## src/rtl/adc_out_consts.svh

```systemverilog
`ifndef ADC_OUT_CONSTS_SVH
`define ADC_OUT_CONSTS_SVH

// Output word layout
`define WORD_BITS 24
`define RES_BITS 21
`define BIT_DONE_N 23
`define BIT_FILLER 22
`define BIT_SIGN 21
`define LAST_FALL_IDX 5'h17

// Offset binary codes of the sign and result bits together
`define CODE_ZERO 22'h200000
`define CODE_POS_FS 22'h300000
`define CODE_NEG_CLAMP 22'h0fffff
`define FS_LSB 24'sh100000

// Master clock
`define MCLK_HZ 40000000
`define MCLK_PERIOD_NS 25

// Internal conversion clock for each notch: 2560 times the line frequency
`define NOTCH_DIV 2560
`define NOTCH60_HZ 60
`define NOTCH50_HZ 50
`define DIV60_CYC (`MCLK_HZ / (`NOTCH60_HZ * `NOTCH_DIV))
`define DIV50_CYC (`MCLK_HZ / (`NOTCH50_HZ * `NOTCH_DIV))

// Conversion length in conversion clock periods
`define CONV_TICKS 10278

// Serial clock is the conversion clock divided by this
`define SCK_DIV 8

// External clock detection: 5 kHz minimum, so silence longer than 250 us means absent
`define EXT_MIN_HZ 5000
`define EXT_TIMEOUT_US 250
`define EXT_TIMEOUT_CYC ((`EXT_TIMEOUT_US * 1000) / `MCLK_PERIOD_NS)

`endif

```

## src/rtl/adc_out_pkg.sv

```systemverilog
package adc_out_pkg;

    typedef enum logic [1:0] {
        ST_CONVERT = 2'b00,
        ST_SLEEP = 2'b01,
        ST_OUTPUT = 2'b11
    } conv_state_t;

    typedef struct packed {
        logic done_n;
        logic filler_bit;
        logic sign_flag;
        logic [20:0] result;
    } out_word_t;

    typedef struct packed {
        logic rise;
        logic fall;
    } sck_event_t;

endpackage

```

## src/rtl/sample_fifo.sv

```systemverilog
`timescale 1ns/1ps
module sample_fifo #(
    parameter int WIDTH = 24,
    parameter int DEPTH = 16
) (
    // Clock and reset
    input wire logic clk_in,
    input wire logic rst_n_in,
    // Fill side
    input wire logic in_valid_in,
    input wire logic [WIDTH-1:0] in_data_in,
    output logic in_ready_out,
    // Drain side
    output logic out_valid_out,
    output logic [WIDTH-1:0] out_data_out,
    input wire logic out_ready_in
);
    localparam int AW = $clog2(DEPTH);

    logic [WIDTH-1:0] mem [DEPTH];
    logic [AW:0] wr_ptr_r;
    logic [AW:0] rd_ptr_r;
    logic push;
    logic pop;

    assign out_valid_out = (wr_ptr_r != rd_ptr_r);
    assign in_ready_out = (wr_ptr_r[AW-1:0] != rd_ptr_r[AW-1:0]) || (wr_ptr_r[AW] == rd_ptr_r[AW]);
    assign push = in_valid_in && in_ready_out;
    assign pop = out_valid_out && out_ready_in;
    assign out_data_out = mem[rd_ptr_r[AW-1:0]];

    always_ff @(posedge clk_in) begin
        if (push) begin
            mem[wr_ptr_r[AW-1:0]] <= in_data_in;
        end
    end

    always_ff @(posedge clk_in or negedge rst_n_in) begin
        if (!rst_n_in) begin
            wr_ptr_r <= '0;
            rd_ptr_r <= '0;
        end else begin
            if (push) begin
                wr_ptr_r <= wr_ptr_r + 1'b1;
            end
            if (pop) begin
                rd_ptr_r <= rd_ptr_r + 1'b1;
            end
        end
    end
endmodule

```

## src/rtl/conv_clock_source.sv

```systemverilog
`timescale 1ns/1ps
`include "adc_out_consts.svh"
module conv_clock_source #(
    parameter int TIMEOUT_CYC = `EXT_TIMEOUT_CYC
) (
    // Clock and reset
    input wire logic clk_in,
    input wire logic rst_n_in,
    // Select pin, level or external clock
    input wire logic sel_in,
    // Conversion clock
    output logic tick_out,
    output logic ext_mode_out
);
    logic sel_prev_r;
    logic [15:0] idle_cnt_r;
    logic armed_r;
    logic ext_r;
    logic [8:0] div_cnt_r;
    logic [8:0] div_last;
    logic tick_r;
    logic sel_rise;
    logic sel_edge;
    logic timed_out;

    assign sel_rise = sel_in && !sel_prev_r;
    assign sel_edge = sel_in != sel_prev_r;
    assign timed_out = idle_cnt_r >= 16'(TIMEOUT_CYC - 1);
    // High selects the 50 Hz notch, low the 60 Hz one
    assign div_last = sel_in ? 9'(`DIV50_CYC - 1) : 9'(`DIV60_CYC - 1);
    assign tick_out = tick_r;
    assign ext_mode_out = ext_r;

    always_ff @(posedge clk_in or negedge rst_n_in) begin
        if (!rst_n_in) begin
            sel_prev_r <= 1'b0;
        end else begin
            sel_prev_r <= sel_in;
        end
    end

    // Edges reset the silence count; only rises arm, so duty cycle is irrelevant
    always_ff @(posedge clk_in or negedge rst_n_in) begin
        if (!rst_n_in) begin
            idle_cnt_r <= '0;
            armed_r <= 1'b0;
            ext_r <= 1'b0;
        end else if (sel_edge) begin
            idle_cnt_r <= '0;
            if (sel_rise) begin
                armed_r <= 1'b1;
                if (armed_r) begin
                    ext_r <= 1'b1;
                end
            end
        end else if (timed_out) begin
            armed_r <= 1'b0;
            ext_r <= 1'b0;
        end else begin
            idle_cnt_r <= idle_cnt_r + 16'h0001;
        end
    end

    // Divider restarts when external clock takes over; a switch only stretches one tick
    always_ff @(posedge clk_in or negedge rst_n_in) begin
        if (!rst_n_in) begin
            div_cnt_r <= '0;
            tick_r <= 1'b0;
        end else if (ext_r) begin
            div_cnt_r <= '0;
            tick_r <= sel_rise;
        end else if (div_cnt_r >= div_last) begin
            div_cnt_r <= '0;
            tick_r <= 1'b1;
        end else begin
            div_cnt_r <= div_cnt_r + 9'h001;
            tick_r <= 1'b0;
        end
    end
endmodule

```

## src/rtl/adc_result_serial_output.sv

```systemverilog
`timescale 1ns/1ps
`include "adc_out_consts.svh"
// Functional notes
// - Result leaves as 24 bits: three status bits, then 21 result bits, MSB first.
// - First bit is done_n: high while converting, low once done; shown when selected.
// - Second bit is the filler bit, always low.
// - Sign flag high for positive or zero input, low for negative.
// - Sign and result top bit both high means overrange, both low underrange.
// - Sign with result bits is offset binary; zero gives sign high, rest zero.
// - Chip select high: serial output floats, serial clock edges ignored.
// - Host samples done_n on first rising edge; filler bit goes on first fall.
// - Last bit driven on 23rd falling edge, host latches it on 24th rise.
// - 24th falling edge drives output high and starts a new conversion.
// - Selected and idle, output falls low the moment a conversion completes.
// - Above full scale clamps to +FS code; below clamps to -FS minus one LSB.
// - Internal oscillator tuned for 60 Hz with select low, 50 Hz when high.
// - Select change disturbs at most the conversion then in progress.
// - External clock on the select pin detected, internal oscillator then unused.
// - External clock drives the conversion, notch at its frequency over 2560.
// - Without external clock the internal oscillator returns automatically.
// - Clock source switch spoils at most the running conversion.
// - Internal serial clock mode drives the clock at conversion clock over 8.
// - Reset and each chip select fall pick external mode if clock low.
// - Chip select rising after the first rise aborts output, starts conversion.
module adc_result_serial_output #(
    parameter int CONV_TICKS = `CONV_TICKS,
    parameter int EXT_TIMEOUT_CYC = `EXT_TIMEOUT_CYC
) (
    // Clock and reset
    input wire logic MCLK_IN,
    input wire logic RSTN_IN,
    // Samples from the front end, signed LSB units
    input wire logic SAMPLE_VALID_IN,
    input wire logic [23:0] SAMPLE_IN,
    output logic SAMPLE_READY_OUT,
    // Serial pins
    input wire logic CSN_IN,
    input wire logic SCK_IN,
    output logic SCK_OUT,
    output logic SCK_OE_OUT,
    output logic SDO_OUT,
    output logic SDO_OE_OUT,
    // Conversion clock select pin
    input wire logic REJECTION_CLOCK_SELECT_IN,
    // Status
    output logic CONVERTING_OUT,
    output logic EXT_CONV_CLK_OUT,
    output logic EXT_SCK_MODE_OUT
);
    adc_out_pkg::conv_state_t state_r;
    adc_out_pkg::out_word_t word_r;
    adc_out_pkg::sck_event_t sck_ev;
    logic [23:0] shreg_r;
    logic [4:0] fall_cnt_r;
    logic rise_seen_r;
    logic [13:0] conv_cnt_r;
    logic conv_full;
    logic ext_sck_r;
    logic por_pend_r;
    logic cs_n_prev_r;
    logic sck_prev_r;
    logic isck_r;
    logic [1:0] isck_div_r;
    logic isck_run;
    logic isck_toggle;
    logic sdo_r;
    logic sdo_nxt;
    logic sdo_oe_r;
    logic sck_oe_r;
    logic cs_fall;
    logic conv_tick;
    logic ext_conv;
    logic fifo_valid;
    logic [23:0] fifo_data;
    logic fifo_pop;

    // Offset binary with clamping; zero lands on sign high
    function automatic adc_out_pkg::out_word_t format_result(input logic [23:0] sample);
        logic signed [23:0] v;
        logic [21:0] code;
        adc_out_pkg::out_word_t w;
        v = signed'(sample);
        if (v >= `FS_LSB) begin
            code = `CODE_POS_FS;
        end else if (v < -`FS_LSB) begin
            code = `CODE_NEG_CLAMP;
        end else begin
            code = 22'(v) + `CODE_ZERO;
        end
        w.done_n = 1'b0;
        w.filler_bit = 1'b0;
        w.sign_flag = code[21];
        w.result = code[20:0];
        return w;
    endfunction

    conv_clock_source #(
        .TIMEOUT_CYC(EXT_TIMEOUT_CYC)
    ) u_clk_src (
        .clk_in(MCLK_IN),
        .rst_n_in(RSTN_IN),
        .sel_in(REJECTION_CLOCK_SELECT_IN),
        .tick_out(conv_tick),
        .ext_mode_out(ext_conv)
    );

    // Samples wait here while the converter sleeps; the front end stalls only once all 16 entries are full
    sample_fifo #(
        .WIDTH(24),
        .DEPTH(16)
    ) u_fifo (
        .clk_in(MCLK_IN),
        .rst_n_in(RSTN_IN),
        .in_valid_in(SAMPLE_VALID_IN),
        .in_data_in(SAMPLE_IN),
        .in_ready_out(SAMPLE_READY_OUT),
        .out_valid_out(fifo_valid),
        .out_data_out(fifo_data),
        .out_ready_in(fifo_pop)
    );

    assign cs_fall = cs_n_prev_r && !CSN_IN;
    assign conv_full = conv_cnt_r >= 14'(CONV_TICKS - 1);
    assign fifo_pop = (state_r == adc_out_pkg::ST_CONVERT) && conv_full && fifo_valid;

    // Serial clock edges from the pin or from our own divider, dropped while deselected
    assign isck_run = !ext_sck_r && !CSN_IN && (state_r == adc_out_pkg::ST_OUTPUT);
    assign isck_toggle = isck_run && conv_tick && (isck_div_r == 2'h3);

    always_comb begin
        sck_ev.rise = 1'b0;
        sck_ev.fall = 1'b0;
        if (!CSN_IN) begin
            if (ext_sck_r) begin
                sck_ev.rise = SCK_IN && !sck_prev_r;
                sck_ev.fall = !SCK_IN && sck_prev_r;
            end else begin
                sck_ev.rise = isck_toggle && !isck_r;
                sck_ev.fall = isck_toggle && isck_r;
            end
        end
    end

    always_ff @(posedge MCLK_IN or negedge RSTN_IN) begin
        if (!RSTN_IN) begin
            cs_n_prev_r <= 1'b1;
            sck_prev_r <= 1'b0;
        end else begin
            cs_n_prev_r <= CSN_IN;
            sck_prev_r <= SCK_IN;
        end
    end

    // Mode caught on the first edge after reset release and at each select fall
    always_ff @(posedge MCLK_IN or negedge RSTN_IN) begin
        if (!RSTN_IN) begin
            por_pend_r <= 1'b1;
            ext_sck_r <= 1'b0;
        end else if (por_pend_r || cs_fall) begin
            por_pend_r <= 1'b0;
            ext_sck_r <= !SCK_IN;
        end
    end

    // Own serial clock: half period is four conversion ticks
    always_ff @(posedge MCLK_IN or negedge RSTN_IN) begin
        if (!RSTN_IN) begin
            isck_r <= 1'b0;
            isck_div_r <= '0;
        end else if (!isck_run) begin
            isck_r <= 1'b0;
            isck_div_r <= '0;
        end else if (conv_tick) begin
            isck_div_r <= isck_div_r + 2'h1;
            if (isck_toggle) begin
                isck_r <= !isck_r;
            end
        end
    end

    // Conversion length counted in conversion clock ticks
    always_ff @(posedge MCLK_IN or negedge RSTN_IN) begin
        if (!RSTN_IN) begin
            conv_cnt_r <= '0;
        end else if (state_r != adc_out_pkg::ST_CONVERT) begin
            conv_cnt_r <= '0;
        end else if (conv_tick && !conv_full) begin
            conv_cnt_r <= conv_cnt_r + 14'h0001;
        end
    end

    // Result held until the next conversion completes
    always_ff @(posedge MCLK_IN or negedge RSTN_IN) begin
        if (!RSTN_IN) begin
            word_r <= '0;
        end else if (fifo_pop) begin
            word_r <= format_result(fifo_data);
        end
    end

    always_ff @(posedge MCLK_IN or negedge RSTN_IN) begin
        if (!RSTN_IN) begin
            state_r <= adc_out_pkg::ST_CONVERT;
            shreg_r <= '0;
            fall_cnt_r <= '0;
            rise_seen_r <= 1'b0;
        end else begin
            case (state_r)
                adc_out_pkg::ST_CONVERT: begin
                    if (fifo_pop) begin
                        state_r <= adc_out_pkg::ST_SLEEP;
                    end
                end
                adc_out_pkg::ST_SLEEP: begin
                    if (!CSN_IN) begin
                        state_r <= adc_out_pkg::ST_OUTPUT;
                        shreg_r <= word_r;
                        fall_cnt_r <= '0;
                        rise_seen_r <= 1'b0;
                    end
                end
                adc_out_pkg::ST_OUTPUT: begin
                    if (CSN_IN) begin
                        // Before any rise the result survives for a later read
                        if (rise_seen_r) begin
                            state_r <= adc_out_pkg::ST_CONVERT;
                        end else begin
                            state_r <= adc_out_pkg::ST_SLEEP;
                        end
                    end else begin
                        if (sck_ev.rise) begin
                            rise_seen_r <= 1'b1;
                        end
                        if (sck_ev.fall && rise_seen_r) begin
                            shreg_r <= {shreg_r[22:0], 1'b0};
                            fall_cnt_r <= fall_cnt_r + 5'h01;
                            if (fall_cnt_r == `LAST_FALL_IDX) begin
                                state_r <= adc_out_pkg::ST_CONVERT;
                            end
                        end
                    end
                end
                default: begin
                    state_r <= adc_out_pkg::ST_CONVERT;
                end
            endcase
        end
    end

    // Outside the output state the pin shows done_n live, high while converting
    always_comb begin
        if (state_r == adc_out_pkg::ST_OUTPUT) begin
            sdo_nxt = shreg_r[`BIT_DONE_N];
        end else begin
            sdo_nxt = (state_r == adc_out_pkg::ST_CONVERT);
        end
    end

    always_ff @(posedge MCLK_IN or negedge RSTN_IN) begin
        if (!RSTN_IN) begin
            sdo_r <= 1'b1;
            sdo_oe_r <= 1'b0;
            sck_oe_r <= 1'b0;
        end else begin
            sdo_r <= sdo_nxt;
            sdo_oe_r <= !CSN_IN;
            sck_oe_r <= !CSN_IN && !ext_sck_r;
        end
    end

    assign SDO_OUT = sdo_r;
    assign SDO_OE_OUT = sdo_oe_r;
    assign SCK_OUT = isck_r;
    assign SCK_OE_OUT = sck_oe_r;
    assign CONVERTING_OUT = (state_r == adc_out_pkg::ST_CONVERT);
    assign EXT_CONV_CLK_OUT = ext_conv;
    assign EXT_SCK_MODE_OUT = ext_sck_r;
endmodule

```

## config.mk

```make
export PLATFORM = sky130hd
export DESIGN_NAME = adc_result_serial_output
export DESIGN_NICKNAME = d
export VERILOG_FILES = /design/src/rtl/adc_out_pkg.sv /design/src/rtl/sample_fifo.sv /design/src/rtl/conv_clock_source.sv /design/src/rtl/adc_result_serial_output.sv
export VERILOG_INCLUDE_DIRS = /design/src /design/src/rtl
export SDC_FILE = /design/constraint.sdc
export NUM_CORES = 1
export LEC_CHECK = 0
export BUFFER_PORTS_ARGS = -buffer_cell sky130_fd_sc_hd__buf_2
export CAP_MARGIN = 40
export CORE_MARGIN = 4
export CORE_UTILIZATION = 60
export CTS_BUF_LIST = sky130_fd_sc_hd__clkbuf_2
export CTS_CLUSTER_DIAMETER = 40
export DETAILED_ROUTE_END_ITERATION = 12
export GPL_ROUTABILITY_DRIVEN = 0
export PLACE_DENSITY = 0.83
export SLEW_MARGIN = 10
export SYNTH_ARGS = -nofsm -noshare
export SYNTH_HDL_FRONTEND = slang
export SYNTH_HIERARCHICAL = 1
export SYNTH_SLANG_ARGS = --single-unit
export TNS_END_PERCENT = 100
```

## constraint.sdc

```tcl
create_clock -name MCLK_IN -period 4.81 [get_ports MCLK_IN]
set_input_delay 0.962 -clock MCLK_IN [delete_from_list [all_inputs] [get_ports MCLK_IN]]
set_output_delay 0.962 -clock MCLK_IN [all_outputs]
set_load 0.01 [all_outputs]
```

==> impl_metrics.json, run 1 <==
{
  "bufs_on_longest_clock_path": 3,
  "clock.fmax_ghz": 0.243,
  "pleak_uw": 0.00809,
  "worst_slew_pin_slew_ns": 0.788,
  "cts.root.buffer_cell": "clkbuf_2",
  "final_min_period_over_clock_period": 0.856,
  "status": "complete, no violations",
  "synth-seq-cells": 501,
  "highest-signal-layer": "met4",
  "detailedPlacementHpwl_um": 24500,
  "timing_worst_setup_path_type": "register to primary output",
  "relSlewSlack": 0.474,
  "global_route.usage.total": 0.225,
  "min-delay-start": "REJECTION_CLOCK_SELECT_IN",
  "irDropWorstVdd_mv": 0.283,
  "drtIter0Drc": 958,
  "layout_commonest_cell": "edfxtp_1",
  "setup_tns_ns": 0,
  "first_pass_iters": 5,
  "final_core_utilization": 0.667,
  "global_route.overflow_total": 0,
  "yosys-top-cells-area": "edfxtp_1 56%, dfrtp_1 14%, mux2i_1 6.8%, mux4_2 5.2%, nand2_1 1.4%",
  "period_needed_ns": 4.12,
  "clkTransAtPathRegs_ns": 0.10,
  "critPathLaunchType": "register",
  "rsz_0062_raised_after_global_routing": "false",
  "timing.final.ws_setup_ns": 0.694,
  "drv.max_cap_violation_count": 0,
  "unique_masters_post_synth": 68,
  "setup_viol": 0,
  "die_height_um": 193,
  "synth_flop_cell": "edfxtp_1",
  "worst_hold_margin_ns": 0.127,
  "slew_viol_final": 0,
  "worst_ep_required_time_ns": 3.85,
  "hold_violations": 0,
  "average_routed_wire_per_standard_cell_um": 21.4,
  "synth_top_area_cell": "edfxtp_1",
  "dpl_worst_slack_ns": 1.50,
  "grt_antenna_before_repair": 2,
  "antenna_violating_nets_post_route": 0,
  "totalWireLength_um": 41800,
  "ys_warn_count": 6,
  "core.rowCount": 67,
  "worst_r2r_path_depth": 9,
  "timing.reg2reg.setup_slack_ns": 1.47,
  "drc_errors": 0,
  "worstReg2RegStart": "u_fifo/rd_ptr_r[2]",
  "crit-reg2reg-capture": "word_r[20]",
  "dr_total_vias": 11800,
  "fin_worst_skew_ns": 0.0781,
  "post_route_cells_drive_above_1_share": 0.241,
  "synth-edff-count": 384,
  "min_delay_worst_endpoint": "u_clk_src/sel_prev_r",
  "met3RoutedLength_um": 2910,
  "holdPathStages": 1,
  "numCtsBuffers": 118,
  "syn_area_um2": 20600,
  "clock_tree.htree_level_count": 3,
  "syn_to_final_growth_pct": 9.01,
  "final_nets": 1457,
  "critPathMaxFanout": 30,
  "clock_latency_ns": 1.03,
  "synth-seq-area-share": 0.701,
  "worstHoldPathType": "primary input to register",
  "tritoncts": "yes",
  "synthArstFlopShare": 0.234,
  "global_route_wire_length_before_repair_um": 66400,
  "floorplan.io_pins": 38,
  "end_kind": "primary output",
  "first_global_vias": 12200,
  "coreArea_um2": 33700,
  "wl_met2_um": 20900,
  "tritoncts_num_sinks": 501,
  "synth_top_cell_area_share": 0.559,
  "grt_start_max_net_pins": 94,
  "worst_ep_arrival_time_ns": 3.15,
  "routedLengthMet1_um": 16600,
  "layout_common_cells": "384 x edfxtp_1, 185 x clkbuf_2, 141 x mux2i_1",
  "synthesis.instances": 1289,
  "power_per_cell_area_nw_per_um2": 393,
  "die_area_um2": 37400,
  "buffer_ports.inserted": 37,
  "floorplan.initialDensity": 0.612,
  "detail_route.vias_per_cell": 6.04,
  "syn-num-nets": 1336,
  "floorplan.die.width_um": 193,
  "synth_area_per_cell_um2": 16.0
}
==> Yosys cell counts, types with 10 or more instances <==
library cell / n
a21oi_1: 39
a221oi_1: 24
a22oi_1: 24
buf_2: 10
buf_6: 11
clkbuf_1: 39
dfrtp_1: 114
edfxtp_1: 384
ha_1: 17
inv_1: 40
mux2i_1: 141
mux4_2: 48
nand2_1: 76
nand3_1: 18
nand4_1: 11
nor2_1: 30
nor3_1: 23
o211ai_1: 29
o21ai_0: 36
o21ai_1: 25
xnor2_1: 19
xor2_1: 12
==> worst max-delay path by stage <==
stage | from | depth (start not counted) | slack (ns) | endpoint
3_5_place_dp | u_fifo/rd_ptr_r[2] | 9 | 1.50 | word_r[20]
5_1_grt | u_fifo/rd_ptr_r[0] | 5 | 0.33 | SAMPLE_READY_OUT
4_1_cts | u_fifo/rd_ptr_r[0] | 5 | 0.52 | SAMPLE_READY_OUT
2_1_floorplan | SAMPLE_VALID_IN | 2 | 0.98 | u_fifo/mem[3][0]
3_3_place_gp | u_fifo/rd_ptr_r[2] | 9 | 1.64 | word_r[20]
6_report | u_fifo/rd_ptr_r[0] | 5 | 0.69 | SAMPLE_READY_OUT
==> metrics by stage <==
step | cell area [um^2] | instances | power [uW]
finish | 22500 | 1955 | 8840
global route | 22500 | 1955 | 9300
CTS | 22500 | 1952 | 8940
detailed placement | 21400 | 1736 | 6220
global placement | 21300 | 1733 | 6160
floorplan | 20600 | 1289 | 5830
==> worst max-delay path, stage by stage (launching register included) <==
cell	delay [ns]
dfrtp_4	0.80
xnor2_1	0.21
nand4_2	0.30
nor2_4	0.55
inv_1	0.10
buf_2	0.16
==> metal layers <==
| layer | vias up | GRT usage |
|---|---|---|
| li1 | 5343 | - |
| met1 | 5876 | 0.298 |
| met2 | 486 | 0.369 |
| met3 | 103 | 0.0470 |
| met4 | 0 | 0.0923 |
| met5 | - | 0 |
==> report_power, final <==
group | internal, uW | total [uW] | switching, uW
registers | 5050 | 5210 | 164
logic | 261 | 910 | 650
clock network | 1130 | 2720 | 1590
total | 6440 | 8840 | 2400
==> sequential cells by signal, summed over array words and instances, names as in the netlist, 2 cells and up <==
signal and flops:
u_fifo/wr_ptr_r 5, word_r 22, shreg_r 24, conv_cnt_r 14, isck_div_r 2, u_clk_src/div_cnt_r 9
u_fifo/rd_ptr_r 5, state_r 2, u_fifo/mem 384, fall_cnt_r 5, u_clk_src/idle_cnt_r 16
==> timing repair <==
| action | CTS | global route |
|---|---|---|
| hold endpoints to repair | 58 | 0 |
| gates resized for setup | 0 | 0 |
| setup buffers | 0 | 0 |
| hold buffers | 2 | 0 |
==> final cells by class <==
| class | count | area, um^2 |
|---|---|---|
| Antenna cell | 3 | 7.51 |
| Clock buffer | 185 | 926 |
| Clock inverter | 29 | 179 |
| Fill cell | 2258 | 11200 |
| Inverter | 40 | 150 |
| Multi-Input combinational cell | 677 | 5700 |
| Sequential cell | 501 | 14500 |
| Tap cell | 448 | 561 |
| Timing Repair Buffer | 72 | 488 |
==> cell families after synthesis <==
| kind of cell | after synthesis | share of synthesized area |
|---|---|---|
| DFF | 501 | 0.701 |
| AOI/OAI and AO/OA | 219 | 0.0710 |
| buffers and inverters | 111 | 0.0274 |
| other | 1 | 0.000182 |
| muxes | 194 | 0.124 |
| adders and majority gates | 17 | 0.0103 |
| xor gates and xnor gates | 31 | 0.0132 |
| and+or+nand+nor | 215 | 0.0531 |
(Power assumes the default switching activity.)
==> run 2: changes to the inputs <==
CAP_MARGIN = 20   (was 40)
RECOVER_POWER = 25   (was not set)
==> impl_metrics.json, run 2 (synthesized netlist as in run 1, its figures left out) <==
{
  "status": "complete, no violations",
  "critPathMaxFanout": 23,
  "layout_common_cells": "384 x edfxtp_1, 183 x clkbuf_2, 141 x mux2i_1",
  "globalRouteMet1Util": 0.291,
  "dpl_worst_slack_ns": 1.52,
  "tritoncts_num_sinks": 501,
  "buffer_count_from_post_cts_setup_fixing": 0,
  "hold_violations": 0,
  "critical_path_buffers_and_inverters": 2,
  "final_min_period_over_clock_period": 0.859,
  "total_power_uw": 8720,
  "post_cts_resize_count": 0,
  "relSlewSlack": 0.292,
  "worst_hold_margin_ns": 0.114,
  "critPathLaunchType": "register",
  "slew_viol_final": 0,
  "timing.reg2reg.setup_slack_ns": 1.44,
  "irDropWorstVdd_mv": 0.285,
  "globalRouteMet2Util": 0.378,
  "drc_errors": 0,
  "drtIter0Drc": 1049,
  "setup_viol": 0,
  "global_route.usage.met3": 0.0457,
  "first_global_vias": 12200,
  "detailedPlacementHpwl_um": 24300,
  "floorplan.io_pins": 38,
  "bufs_on_longest_clock_path": 3,
  "cp_top_family": "simple AND/OR/NAND/NOR gates",
  "worst_ep_required_time_ns": 3.85,
  "worst_ep_arrival_time_ns": 3.17,
  "worstHoldPathType": "primary input to register",
  "post_layout_nonfiller_instances": 1944,
  "global_route_wire_length_before_repair_um": 66100,
  "totalWireLength_um": 41600,
  "average_routed_wire_per_standard_cell_um": 21.4,
  "grt_antenna_before_repair": 2,
  "coreArea_um2": 33700,
  "power_per_cell_area_nw_per_um2": 390,
  "worst_slew_pin_slew_ns": 1.06,
  "syn_to_final_growth_pct": 8.39,
  "antenna_violating_nets_post_route": 0,
  "detail_route.vias_per_cell": 6.01,
  "post_route_cells_drive_above_1_share": 0.222,
  "core.rowCount": 67,
  "largest_register_ff_count": 384,
  "global_route.usage.total": 0.224,
  "slowest_delay_ns": 0.77,
  "final_nets": 1453,
  "floorplan.initialDensity": 0.612,
  "timing.final.ws_setup_ns": 0.677,
  "worstPathCellList": "xnor2_1 -> nand4_2 -> nor2_4 -> inv_1 -> buf_2",
  "clkTransAtPathRegs_ns": 0.10,
  "first_pass_iters": 6,
  "tritoncts": "yes",
  "die_area_um2": 37400,
  "pleak_uw": 0.00796,
  "floorplan.die.width_um": 193,
  "rsz_0062_raised_after_global_routing": "false",
  "die_height_um": 193,
  "drv.max_cap_violation_count": 0,
  "dr_total_vias": 11700,
  "clock.fmax_ghz": 0.242,
  "end_kind": "primary output",
  "timing_worst_setup_path_type": "register to primary output",
  "setup_tns_ns": 0,
  "numCtsBuffers": 116,
  "period_needed_ns": 4.13,
  "global_route.overflow_total": 0,
  "buffer_ports.inserted": 37,
  "layout_commonest_cell": "edfxtp_1",
  "busiest_layer": "met2",
  "worst_path_max_delay_cell": "dfrtp_2",
  "dp.cells": 1734,
  "clock_tree.htree_level_count": 3,
  "cts.root.buffer_cell": "clkbuf_2",
  "fin_worst_skew_ns": 0.0894,
  "grt_start_max_net_pins": 94,
  "clock_latency_ns": 1.05
}
==> run 2: changes by cell type in the layout (fill, tap and decap cells not counted), moves of 2 or more <==
cell,before,now
clkbuf_2,185,183
clkbuf_1,0,24
inv_2,3,0
buf_2,36,12
clkinv_1,19,16
==> run 2: final timing paths <==
check / start / to / cells after the start
max in group asynchronous: RSTN_IN / u_clk_src/div_cnt_r[6] / 4
min in group asynchronous: RSTN_IN / word_r[14] / 2
hold / removal: CSN_IN / cs_n_prev_r / 1
setup / recovery: u_fifo/rd_ptr_r[2] / SAMPLE_READY_OUT / 5
hold reg to reg: shreg_r[16] / shreg_r[16] / 2
setup reg to reg: u_fifo/rd_ptr_r[2] / word_r[20] / 9
==> run 2: metrics by stage <==
step,utilization,cell area [um^2]
finish,0.663,22400
global route,0.663,22400
CTS,0.664,22400
detailed placement,0.633,21300
global placement,0.632,21300
floorplan,-,20600
==> run 2: layout make-up <==
cell class,instances,area (um^2)
antenna,3,7.51
clock buffer,183,916
clock inverter,22,125
fill,2353,11300
inverter,40,150
multi-input combinational,677,5700
sequential,501,14500
tap,448,561
timing repair buffer,70,424
==> run 2: report_power, final <==
part	internal (uW)	switching [uW]	total [uW]
logic	252	651	904
registers	5050	164	5210
clock network	1050	1550	2610
total	6360	2370	8720
==> run 2: repair_timing <==
| item | CTS | global route |
|---|---|---|
| hold buffers | 1 | 0 |
| endpoints found under the hold margin | 5 | 0 |
| endpoints found under the setup margin | 0 | 0 |
==> run 2: layer usage <==
layer | vias up | wire, um | part of all wire
li1 | 5321 | - | -
met1 | 5814 | 16500 | 0.40
met2 | 460 | 21300 | 0.51
met3 | 98 | 2790 | 0.067
met4 | 0 | 1070 | 0.026
met5 | - | 0 | 0
